File: src/ppoc_params.svh
`ifndef PPOC_PARAMS_SVH
`define PPOC_PARAMS_SVH
`define PPOC_NUM_PORTS 2
`define PPOC_CLK_HZ 50000000
`define PPOC_T_SINGLE_MS 5
`define PPOC_T_DOUBLE_MS 20
// both times use the clock rate in whole kHz, rounding down
`define PPOC_SINGLE_CYC ((`PPOC_T_SINGLE_MS * (`PPOC_CLK_HZ / 1000)))
`define PPOC_DOUBLE_CYC ((`PPOC_T_DOUBLE_MS * (`PPOC_CLK_HZ / 1000)))
`define PPOC_CNT_W 20
`define PPOC_MODE_SHARED 1'b0
`define PPOC_MODE_PERPORT 1'b1
`endif

File: src/ppoc_pkg.sv
package ppoc_pkg;
    typedef logic [19:0] ppoc_cnt_t;
    typedef logic [1:0] ppoc_ports_t;
    typedef enum logic [1:0] {
        PPOC_OFF = 2'b00,
        PPOC_ON = 2'b01,
        PPOC_FAULT = 2'b10
    } ppoc_state_t;
endpackage : ppoc_pkg

File: src/ppoc_det_if.sv
interface ppoc_det_if;
    logic enable;
    logic sample_low;
    logic clear;
    logic fault;
    modport ctl (output enable, output sample_low, output clear, input fault);
    modport det (input enable, input sample_low, input clear, output fault);
endinterface : ppoc_det_if

File: src/ppoc_detect.sv
`include "ppoc_params.svh"
module ppoc_detect (
    input wire logic clk,
    input wire logic rst_n,
    ppoc_det_if.det dif
);
    import ppoc_pkg::*;
    localparam ppoc_cnt_t SINGLE_CYC = ppoc_cnt_t'(`PPOC_SINGLE_CYC);
    localparam ppoc_cnt_t DOUBLE_CYC = ppoc_cnt_t'(`PPOC_DOUBLE_CYC);
    ppoc_cnt_t low_q, low_d, win_q, win_d;
    logic prev_low_q, prev_low_d, armed_q, armed_d;
    logic fault_q, fault_d;
    logic new_group, set_fault;
    ////////////////////////////////////////////////////////////////////
    always_comb begin
        new_group = dif.sample_low && !prev_low_q;
        set_fault = 1'b0;
        low_d = '0;
        win_d = win_q;
        armed_d = armed_q;
        prev_low_d = dif.sample_low;
        fault_d = fault_q;
        if (!dif.enable) begin
            win_d = '0;
            armed_d = 1'b0;
            prev_low_d = 1'b0;
        end else begin
            if (dif.sample_low && low_q != SINGLE_CYC) begin
                low_d = low_q + ppoc_cnt_t'(1);
            end else if (dif.sample_low) begin
                low_d = low_q;
            end
            if (low_d == SINGLE_CYC) begin
                set_fault = 1'b1;
            end
            if (armed_q) begin
                if (win_q == DOUBLE_CYC) begin
                    armed_d = 1'b0;
                end else begin
                    win_d = win_q + ppoc_cnt_t'(1);
                end
            end
            if (new_group) begin
                if (armed_q && win_q != DOUBLE_CYC) begin
                    set_fault = 1'b1;
                end
                armed_d = 1'b1;
                win_d = '0;
            end
        end
        // a new event wins over a clear in the same cycle
        if (set_fault) begin
            fault_d = 1'b1;
        end else if (dif.clear) begin
            fault_d = 1'b0;
        end
    end
    always_ff @(posedge clk) begin
        if (!rst_n) begin
            low_q <= '0;
            win_q <= '0;
            armed_q <= 1'b0;
            prev_low_q <= 1'b0;
            fault_q <= 1'b0;
        end else begin
            low_q <= low_d;
            win_q <= win_d;
            armed_q <= armed_d;
            prev_low_q <= prev_low_d;
            fault_q <= fault_d;
        end
    end
    assign dif.fault = fault_q;
endmodule : ppoc_detect

File: src/ppoc_top.sv
// Summary of operation
// - one pin per port for power and sense
// - hub logic or processor may control ports
// - shared or per-port configuration selectable
// - shared mode uses one common pin
// - per-port mode gives each port a pin
// - power off drives low, pull-up off
// - power on releases driver, pull-up on
// - short lows not filtered, each one starts a group
// - enabled port pin sampled continuously
// - low for 5 ms flags over-current
// - two low groups within 20 ms flag fault
// - per-port charging signalled on BC_ACTIVE, not on control pin
`include "ppoc_params.svh"
module ppoc_top (
    input wire logic MCLK,
    input wire logic RESET_N,
    input wire logic MODE_PERPORT,
    input wire logic PROC_CTL_SEL,
    input wire ppoc_pkg::ppoc_ports_t HUB_PWR_EN,
    input wire ppoc_pkg::ppoc_ports_t PROC_PWR_EN,
    input wire ppoc_pkg::ppoc_ports_t BC_EN,
    input wire ppoc_pkg::ppoc_ports_t OC_CLEAR,
    input wire ppoc_pkg::ppoc_ports_t PORT_CTL_PINS_IN,
    output ppoc_pkg::ppoc_ports_t PORT_CTL_PINS_OUT,
    output ppoc_pkg::ppoc_ports_t PORT_CTL_PINS_OE_N,
    output ppoc_pkg::ppoc_ports_t PORT_CTL_PULLUP_EN,
    output ppoc_pkg::ppoc_ports_t BC_ACTIVE,
    output ppoc_pkg::ppoc_ports_t OC_STATUS,
    output ppoc_pkg::ppoc_ports_t PORT_POWERED
);
    import ppoc_pkg::*;
    localparam int NP = `PPOC_NUM_PORTS;
    ppoc_ports_t req_en, pwr_q, pwr_d, oe_n_q, oe_n_d, pu_q, pu_d;
    ppoc_ports_t bc_q, bc_d, det_fault;
    ppoc_state_t st_q[NP], st_d[NP];
    ////////////////////////////////////////////////////////////////////
    function automatic logic shared_mode(input logic sel);
        shared_mode = (sel == `PPOC_MODE_SHARED);
    endfunction : shared_mode
    always_comb begin
        // processor override or autonomous hub control
        req_en = PROC_CTL_SEL ? PROC_PWR_EN : HUB_PWR_EN;
        if (shared_mode(MODE_PERPORT)) begin
            req_en = {NP{|req_en}};
        end
    end
    ////////////////////////////////////////////////////////////////////
    genvar g;
    generate
        for (g = 0; g < NP; g++) begin : g_port
            ppoc_det_if dif ();
            logic pin_low;
            always_comb begin
                // shared mode senses port 0 pin only
                pin_low = shared_mode(MODE_PERPORT) ?
                    !PORT_CTL_PINS_IN[0] : !PORT_CTL_PINS_IN[g];
                dif.enable = (st_q[g] == PPOC_ON);
                dif.sample_low = pin_low;
                dif.clear = OC_CLEAR[g];
            end
            ppoc_detect u_det (
                .clk(MCLK),
                .rst_n(RESET_N),
                .dif(dif)
            );
            assign det_fault[g] = dif.fault;
            always_comb begin
                st_d[g] = st_q[g];
                case (st_q[g])
                    PPOC_OFF: if (req_en[g]) st_d[g] = PPOC_ON;
                    PPOC_ON: begin
                        if (det_fault[g]) st_d[g] = PPOC_FAULT;
                        else if (!req_en[g]) st_d[g] = PPOC_OFF;
                    end
                    PPOC_FAULT: if (!det_fault[g] && !req_en[g]) begin
                        st_d[g] = PPOC_OFF;
                    end
                    default: st_d[g] = PPOC_OFF;
                endcase
                pwr_d[g] = (st_d[g] == PPOC_ON);
                // off: drive low, pull-up off; on: release, pull-up on
                oe_n_d[g] = pwr_d[g];
                pu_d[g] = pwr_d[g];
                bc_d[g] = pwr_d[g] && BC_EN[g];
            end
            always_ff @(posedge MCLK) begin
                if (!RESET_N) begin
                    st_q[g] <= PPOC_OFF;
                    pwr_q[g] <= 1'b0;
                    oe_n_q[g] <= 1'b0;
                    pu_q[g] <= 1'b0;
                    bc_q[g] <= 1'b0;
                end else begin
                    st_q[g] <= st_d[g];
                    pwr_q[g] <= pwr_d[g];
                    oe_n_q[g] <= oe_n_d[g];
                    pu_q[g] <= pu_d[g];
                    bc_q[g] <= bc_d[g];
                end
            end
        end
    endgenerate
    ////////////////////////////////////////////////////////////////////
    assign PORT_CTL_PINS_OUT = '0;
    assign PORT_CTL_PINS_OE_N = oe_n_q;
    assign PORT_CTL_PULLUP_EN = pu_q;
    assign BC_ACTIVE = bc_q;
    assign OC_STATUS = det_fault;
    assign PORT_POWERED = pwr_q;
endmodule : ppoc_top

File: config.mk
export PLATFORM = sky130hd
export DESIGN_NAME = ppoc_top
export DESIGN_NICKNAME = d
export VERILOG_FILES = /design/src/ppoc_pkg.sv /design/src/ppoc_det_if.sv /design/src/ppoc_detect.sv /design/src/ppoc_top.sv
export VERILOG_INCLUDE_DIRS = /design/src
export SDC_FILE = /design/constraint.sdc
export NUM_CORES = 1
export LEC_CHECK = 0
export BUFFER_PORTS_ARGS = -buffer_cell sky130_fd_sc_hd__buf_2
export CORE_ASPECT_RATIO = 0.75
export CORE_MARGIN = 10
export CORE_UTILIZATION = 55
export CTS_CLUSTER_DIAMETER = 80
export CTS_CLUSTER_SIZE = 20
export DETAILED_ROUTE_END_ITERATION = 8
export PLACE_DENSITY_LB_ADDON = 0.2
export SLEW_MARGIN = 30
export SYNTH_ARGS = -nofsm -noshare
export SYNTH_HDL_FRONTEND = slang
export SYNTH_SLANG_ARGS = --single-unit
export TNS_END_PERCENT = 1
File: constraint.sdc
create_clock -name MCLK -period 1.9 [get_ports MCLK]
set_input_delay 0 -clock MCLK [delete_from_list [all_inputs] [get_ports MCLK]]
set_output_delay 0 -clock MCLK [all_outputs]
set_load 0.02 [all_outputs]
==> summary.md <==
| Metric | Value |
|---|---|
| Status | finished with violations |
| Failing checks | negative setup slack |
| Worst Setup Path Type | reg2reg |
| Commonest non-fill, non-tap cells in the layout | 92 x nor2_1, 82 x dfxtp_1, 52 x buf_4 |
| Max Fclk | 0.512 GHz |
| Reg2reg path depth | 7 |
| Final nets | 650 |
| Worst setup SP type | flop |
| Die X | 127 um |
| Peak supply drop | approximately 0.70 mV |
| EDFF count, synth | 0 |
| Synth async-reset ratio | 0% |
| Sw frac | 23.2% |
| Num rows | 29 |
| Root buf cell | clkbuf_16 |
| Filler cells | 685 |
| Die Area | 12800 um^2 |
| Mapped Avg Cell Area | roughly 8.4 um^2 |
| Largest stage delay on the critical path | 0.55 ns |
| Area share of and/or/nand/nor cells after synthesis | 30.8% |
| Ratio of cells with drive above 1 in the final layout | between 20% and 30% |
| Terminus of the critical flop-to-flop path | g_port[1].u_det.dif.fault$_SDFFE_PN0P_ |
| Max capacitance violation total | 0 |
| Post-DP HPWL | between 7000 and 8000 um |
| Register share of total power | 49.6% |
| Core area | 8450 um^2 |
| Setup WS pre-CTS | -0.0825 ns |
| Layout overhead on the synthesized area | 19.4% |
| Comb pwr share | under 10% |
| Clock network power share | 46.3% |
| Hold Path Class | in2reg |
| Syn Inst Count | 566 |
| Reg clk slew, reported paths | 0.07 ns |
| Antenna-violating nets left | 0 |
| First-pass GRT wire length | roughly 18000 um |
| RSZ-0062 raised after global routing | true |
| Cell-by-cell trace of the critical path | ha_4 -> and3_4 -> nand2_1 -> o22ai_1 -> a21oi_1 -> or4_4 -> o31ai_2 |
| Clk_skew | 0.00582 ns |
| Largest net degree at the start of global routing | 22 |
| CTS max path bufs | 2 |
| Vias in the first global route | 3898 |
| Total GRT Usage | between 10% and 20% |
| Largest family of logic cells by synthesized area | simple AND/OR/NAND/NOR gates |
| DR DRC count | 0 |
| Worst-Skew Late Latency | 0.34 ns |
| Final worst path period share | 103% |
| Leakage power | around 2.0 nW |
| Fin. max-slew vios | 0 |
| Commonest non-fill, non-tap cell in the layout | nor2_1 |
| Gp weighted congestion | 0.915 |
| Internal Power | 3.09 mW |
| Hold violation count in the final report | 0 |
| Ant diodes | 0 |
| Via Count | 4095 |
| CTS tree | done |
| Synthesized area | 4760 um^2 |
| Setup bufs post-CTS | 0 |
| H-Tree Depth | 3 |
| Worst EP arrival | ~2.2 ns |
| PwrDens | 708 nW/um^2 |
| Clock Sinks | 94 |
| Num CTS Buffers | 9 |
| Mean number of vias per cell | 5.53 |
| Switching pwr | 0.935 mW |
| Initial DRC count | approximately 290 |
| Post-synthesis xor/xnor area fraction | 13.4% |
| Hold Slack | 0.0675 ns |
| Initial core utilization | about 56% |
| HP Start | PORT_CTL_PINS_IN[0] |
| CP Max Fanout | 5 |
| R2r setup slk | -0.05 ns |
| Worst R2R Start | g_port[1].u_det.low_q[0]$_SDFF_PN0_ |
| DR WL/cell | roughly 14 um |
| IO Pins | 26 |
| Drt first pass iters | 5 |
| Worst Setup Slack, final | -0.0532 ns |
| Initial antenna violation count | 0 |
| Mux contribution to synthesized area | 1.68% |
| Slowest library cell on the worst path | or4_4 |
| Hold worst-path end | g_port[0].u_det.armed_q$_SDFF_PN0_ |
| Sequential area share after synthesis | 39.5% |
| Compound-Gate Fraction of Synth Area | 6.88% |
| Die Y | 101 um |
| Ys Warns | 0 |
| Tmin final | 1.95 ns |
| Routed WL | 10500 um |
| Hold Path Cell Cnt | 3 |
| Top FF cell, synth | dfxtp_1 |
| Crit path capture type | flop |
| PortBufs | 23 |
| Yosys reg bits | 94 |
| CP required | 2.16 ns |
| Total gr overflow | 0 |
| Final setup viols | 1 |
| Adder-Cell Fraction of Synth Area | 2.10% |
| Synth cell types | 55 |
[synthesized netlist by cell type, types with 3 or more instances]
master | n | area [um^2]
dfxtp_1 | 94 | 1880
nor2_1 | 94 | 353
xnor2_1 | 41 | 359
nand2_1 | 33 | 124
nand3_1 | 32 | 160
xor2_1 | 32 | 280
inv_1 | 26 | 97.6
a21oi_1 | 18 | 90.1
and3_1 | 18 | 113
nor3_1 | 17 | 85.1
nand4_1 | 16 | 100
clkbuf_1 | 13 | 48.8
nor4_1 | 13 | 81.3
buf_4 | 9 | 67.6
ha_1 | 8 | 100
mux2i_1 | 8 | 80.1
o21ai_0 | 8 | 40.0
or3_1 | 8 | 50.1
and4_1 | 6 | 52.6
nand3b_1 | 6 | 45.0
o21ai_1 | 6 | 30.0
buf_2 | 5 | 25.0
and2_1 | 4 | 25.0
o2111ai_1 | 4 | 35.0
a211oi_1 | 3 | 22.5
nor2b_1 | 3 | 18.8
nor4bb_1 | 3 | 30.0
[state kept, by name (all words and copies together), names as in the netlist]
register	cells
g_port.u_det.dif.fault	2
PORT_CTL_PULLUP_EN	2
g_port.u_det.low_q	40
g_port.u_det.armed_q	2
BC_ACTIVE	2
g_port.u_det.win_q	40
st_q	4
g_port.u_det.prev_low_q	2
[timing repair]
| item | CTS | global route |
|---|---|---|
| hold endpoints to repair | 4 | 0 |
| pin swaps | 1 | 3 |
| gates resized for setup | 5 | 20 |
| endpoints found under the setup margin | 3 | 18 |
| hold buffers | 3 | 0 |
[layer usage]
layer	share of wire [%]	GRT usage, %
met4	0.82	4.54
met2	45	25.6
met5	0	0
met3	4.4	4.05
met1	50	22.8
[per-stage QoR]
step	util [%]	instances	setup TNS [ns]	instance area (um^2)	power [mW]
2_1_floorplan	-	567	-0.00363	4790	2.15
3_3_place_gp	62.3	722	0	5270	2.20
3_5_place_dp	62.3	722	-0.116	5270	2.20
4_1_cts	66.5	741	-0.0620	5630	4.06
5_1_grt	67.3	741	-1.03	5690	4.15
6_report	67.3	741	-0.0532	5690	4.02
[worst max-delay path by stage]
stage / startpoint / to / slack (ns)
after detailed placement: g_port[1].u_det.low_q[1]$_SDFF_PN0_ / g_port[1].u_det.dif.fault$_SDFFE_PN0P_ / -0.08
after global routing: g_port[1].u_det.low_q[1]$_SDFF_PN0_ / g_port[1].u_det.dif.fault$_SDFFE_PN0P_ / -0.20
after global placement: g_port[1].u_det.low_q[1]$_SDFF_PN0_ / g_port[1].u_det.dif.fault$_SDFFE_PN0P_ / 0.02
final: g_port[1].u_det.low_q[0]$_SDFF_PN0_ / g_port[1].u_det.dif.fault$_SDFFE_PN0P_ / -0.05
after CTS: g_port[1].u_det.low_q[1]$_SDFF_PN0_ / g_port[1].u_det.dif.fault$_SDFFE_PN0P_ / -0.06
after floorplan: g_port[0].u_det.low_q[0]$_SDFF_PN0_ / g_port[0].u_det.dif.fault$_SDFFE_PN0P_ / -0.004
[cell families (layout without fill, tap and decap cells)]
family                   Yosys count  count (layout)
AO/OA/AOI/OAI                     53              53
XOR/XNOR                          73              73
adder cells (fa/ha/maj)            8               8
buffers and inverters             55             121
flip-flops                        94              94
multiplexers                       8               8
other                              1               2
AND/OR/NAND/NOR                  274             274
[power groups by stage]
stage | Clock (mW) | Sequential [mW] | Combinational (mW)
2_1_floorplan | 0 | 2.05 | 0.0966
6_report | 1.86 | 2.00 | 0.165
3_5_place_dp | 0 | 2.04 | 0.159
4_1_cts | 1.89 | 2.00 | 0.164
5_1_grt | 1.97 | 2.00 | 0.182
3_3_place_gp | 0 | 2.04 | 0.157
[critical path, delay by kind of cell, from the launching register on]
family | cells | cell delay, ns
AO/OA/AOI/OAI | 3 | 0.49
adder cells (fa/ha/maj) | 1 | 0.15
flip-flops | 1 | 0.39
AND/OR/NAND/NOR | 3 | 0.84
[final cells by class]
type                       instances  area (um^2)  area share [%]
clock buffer                       9          225            3.96
sequential                        94         1900            33.4
inverter                          26         97.6            1.72
tap                              108          135            2.38
multi-input combinational        418         2700            47.5
clock inverter                     7         80.1            1.41
timing repair buffer              79          547            9.61
Note: power is estimated with default switching activity, not from simulation.
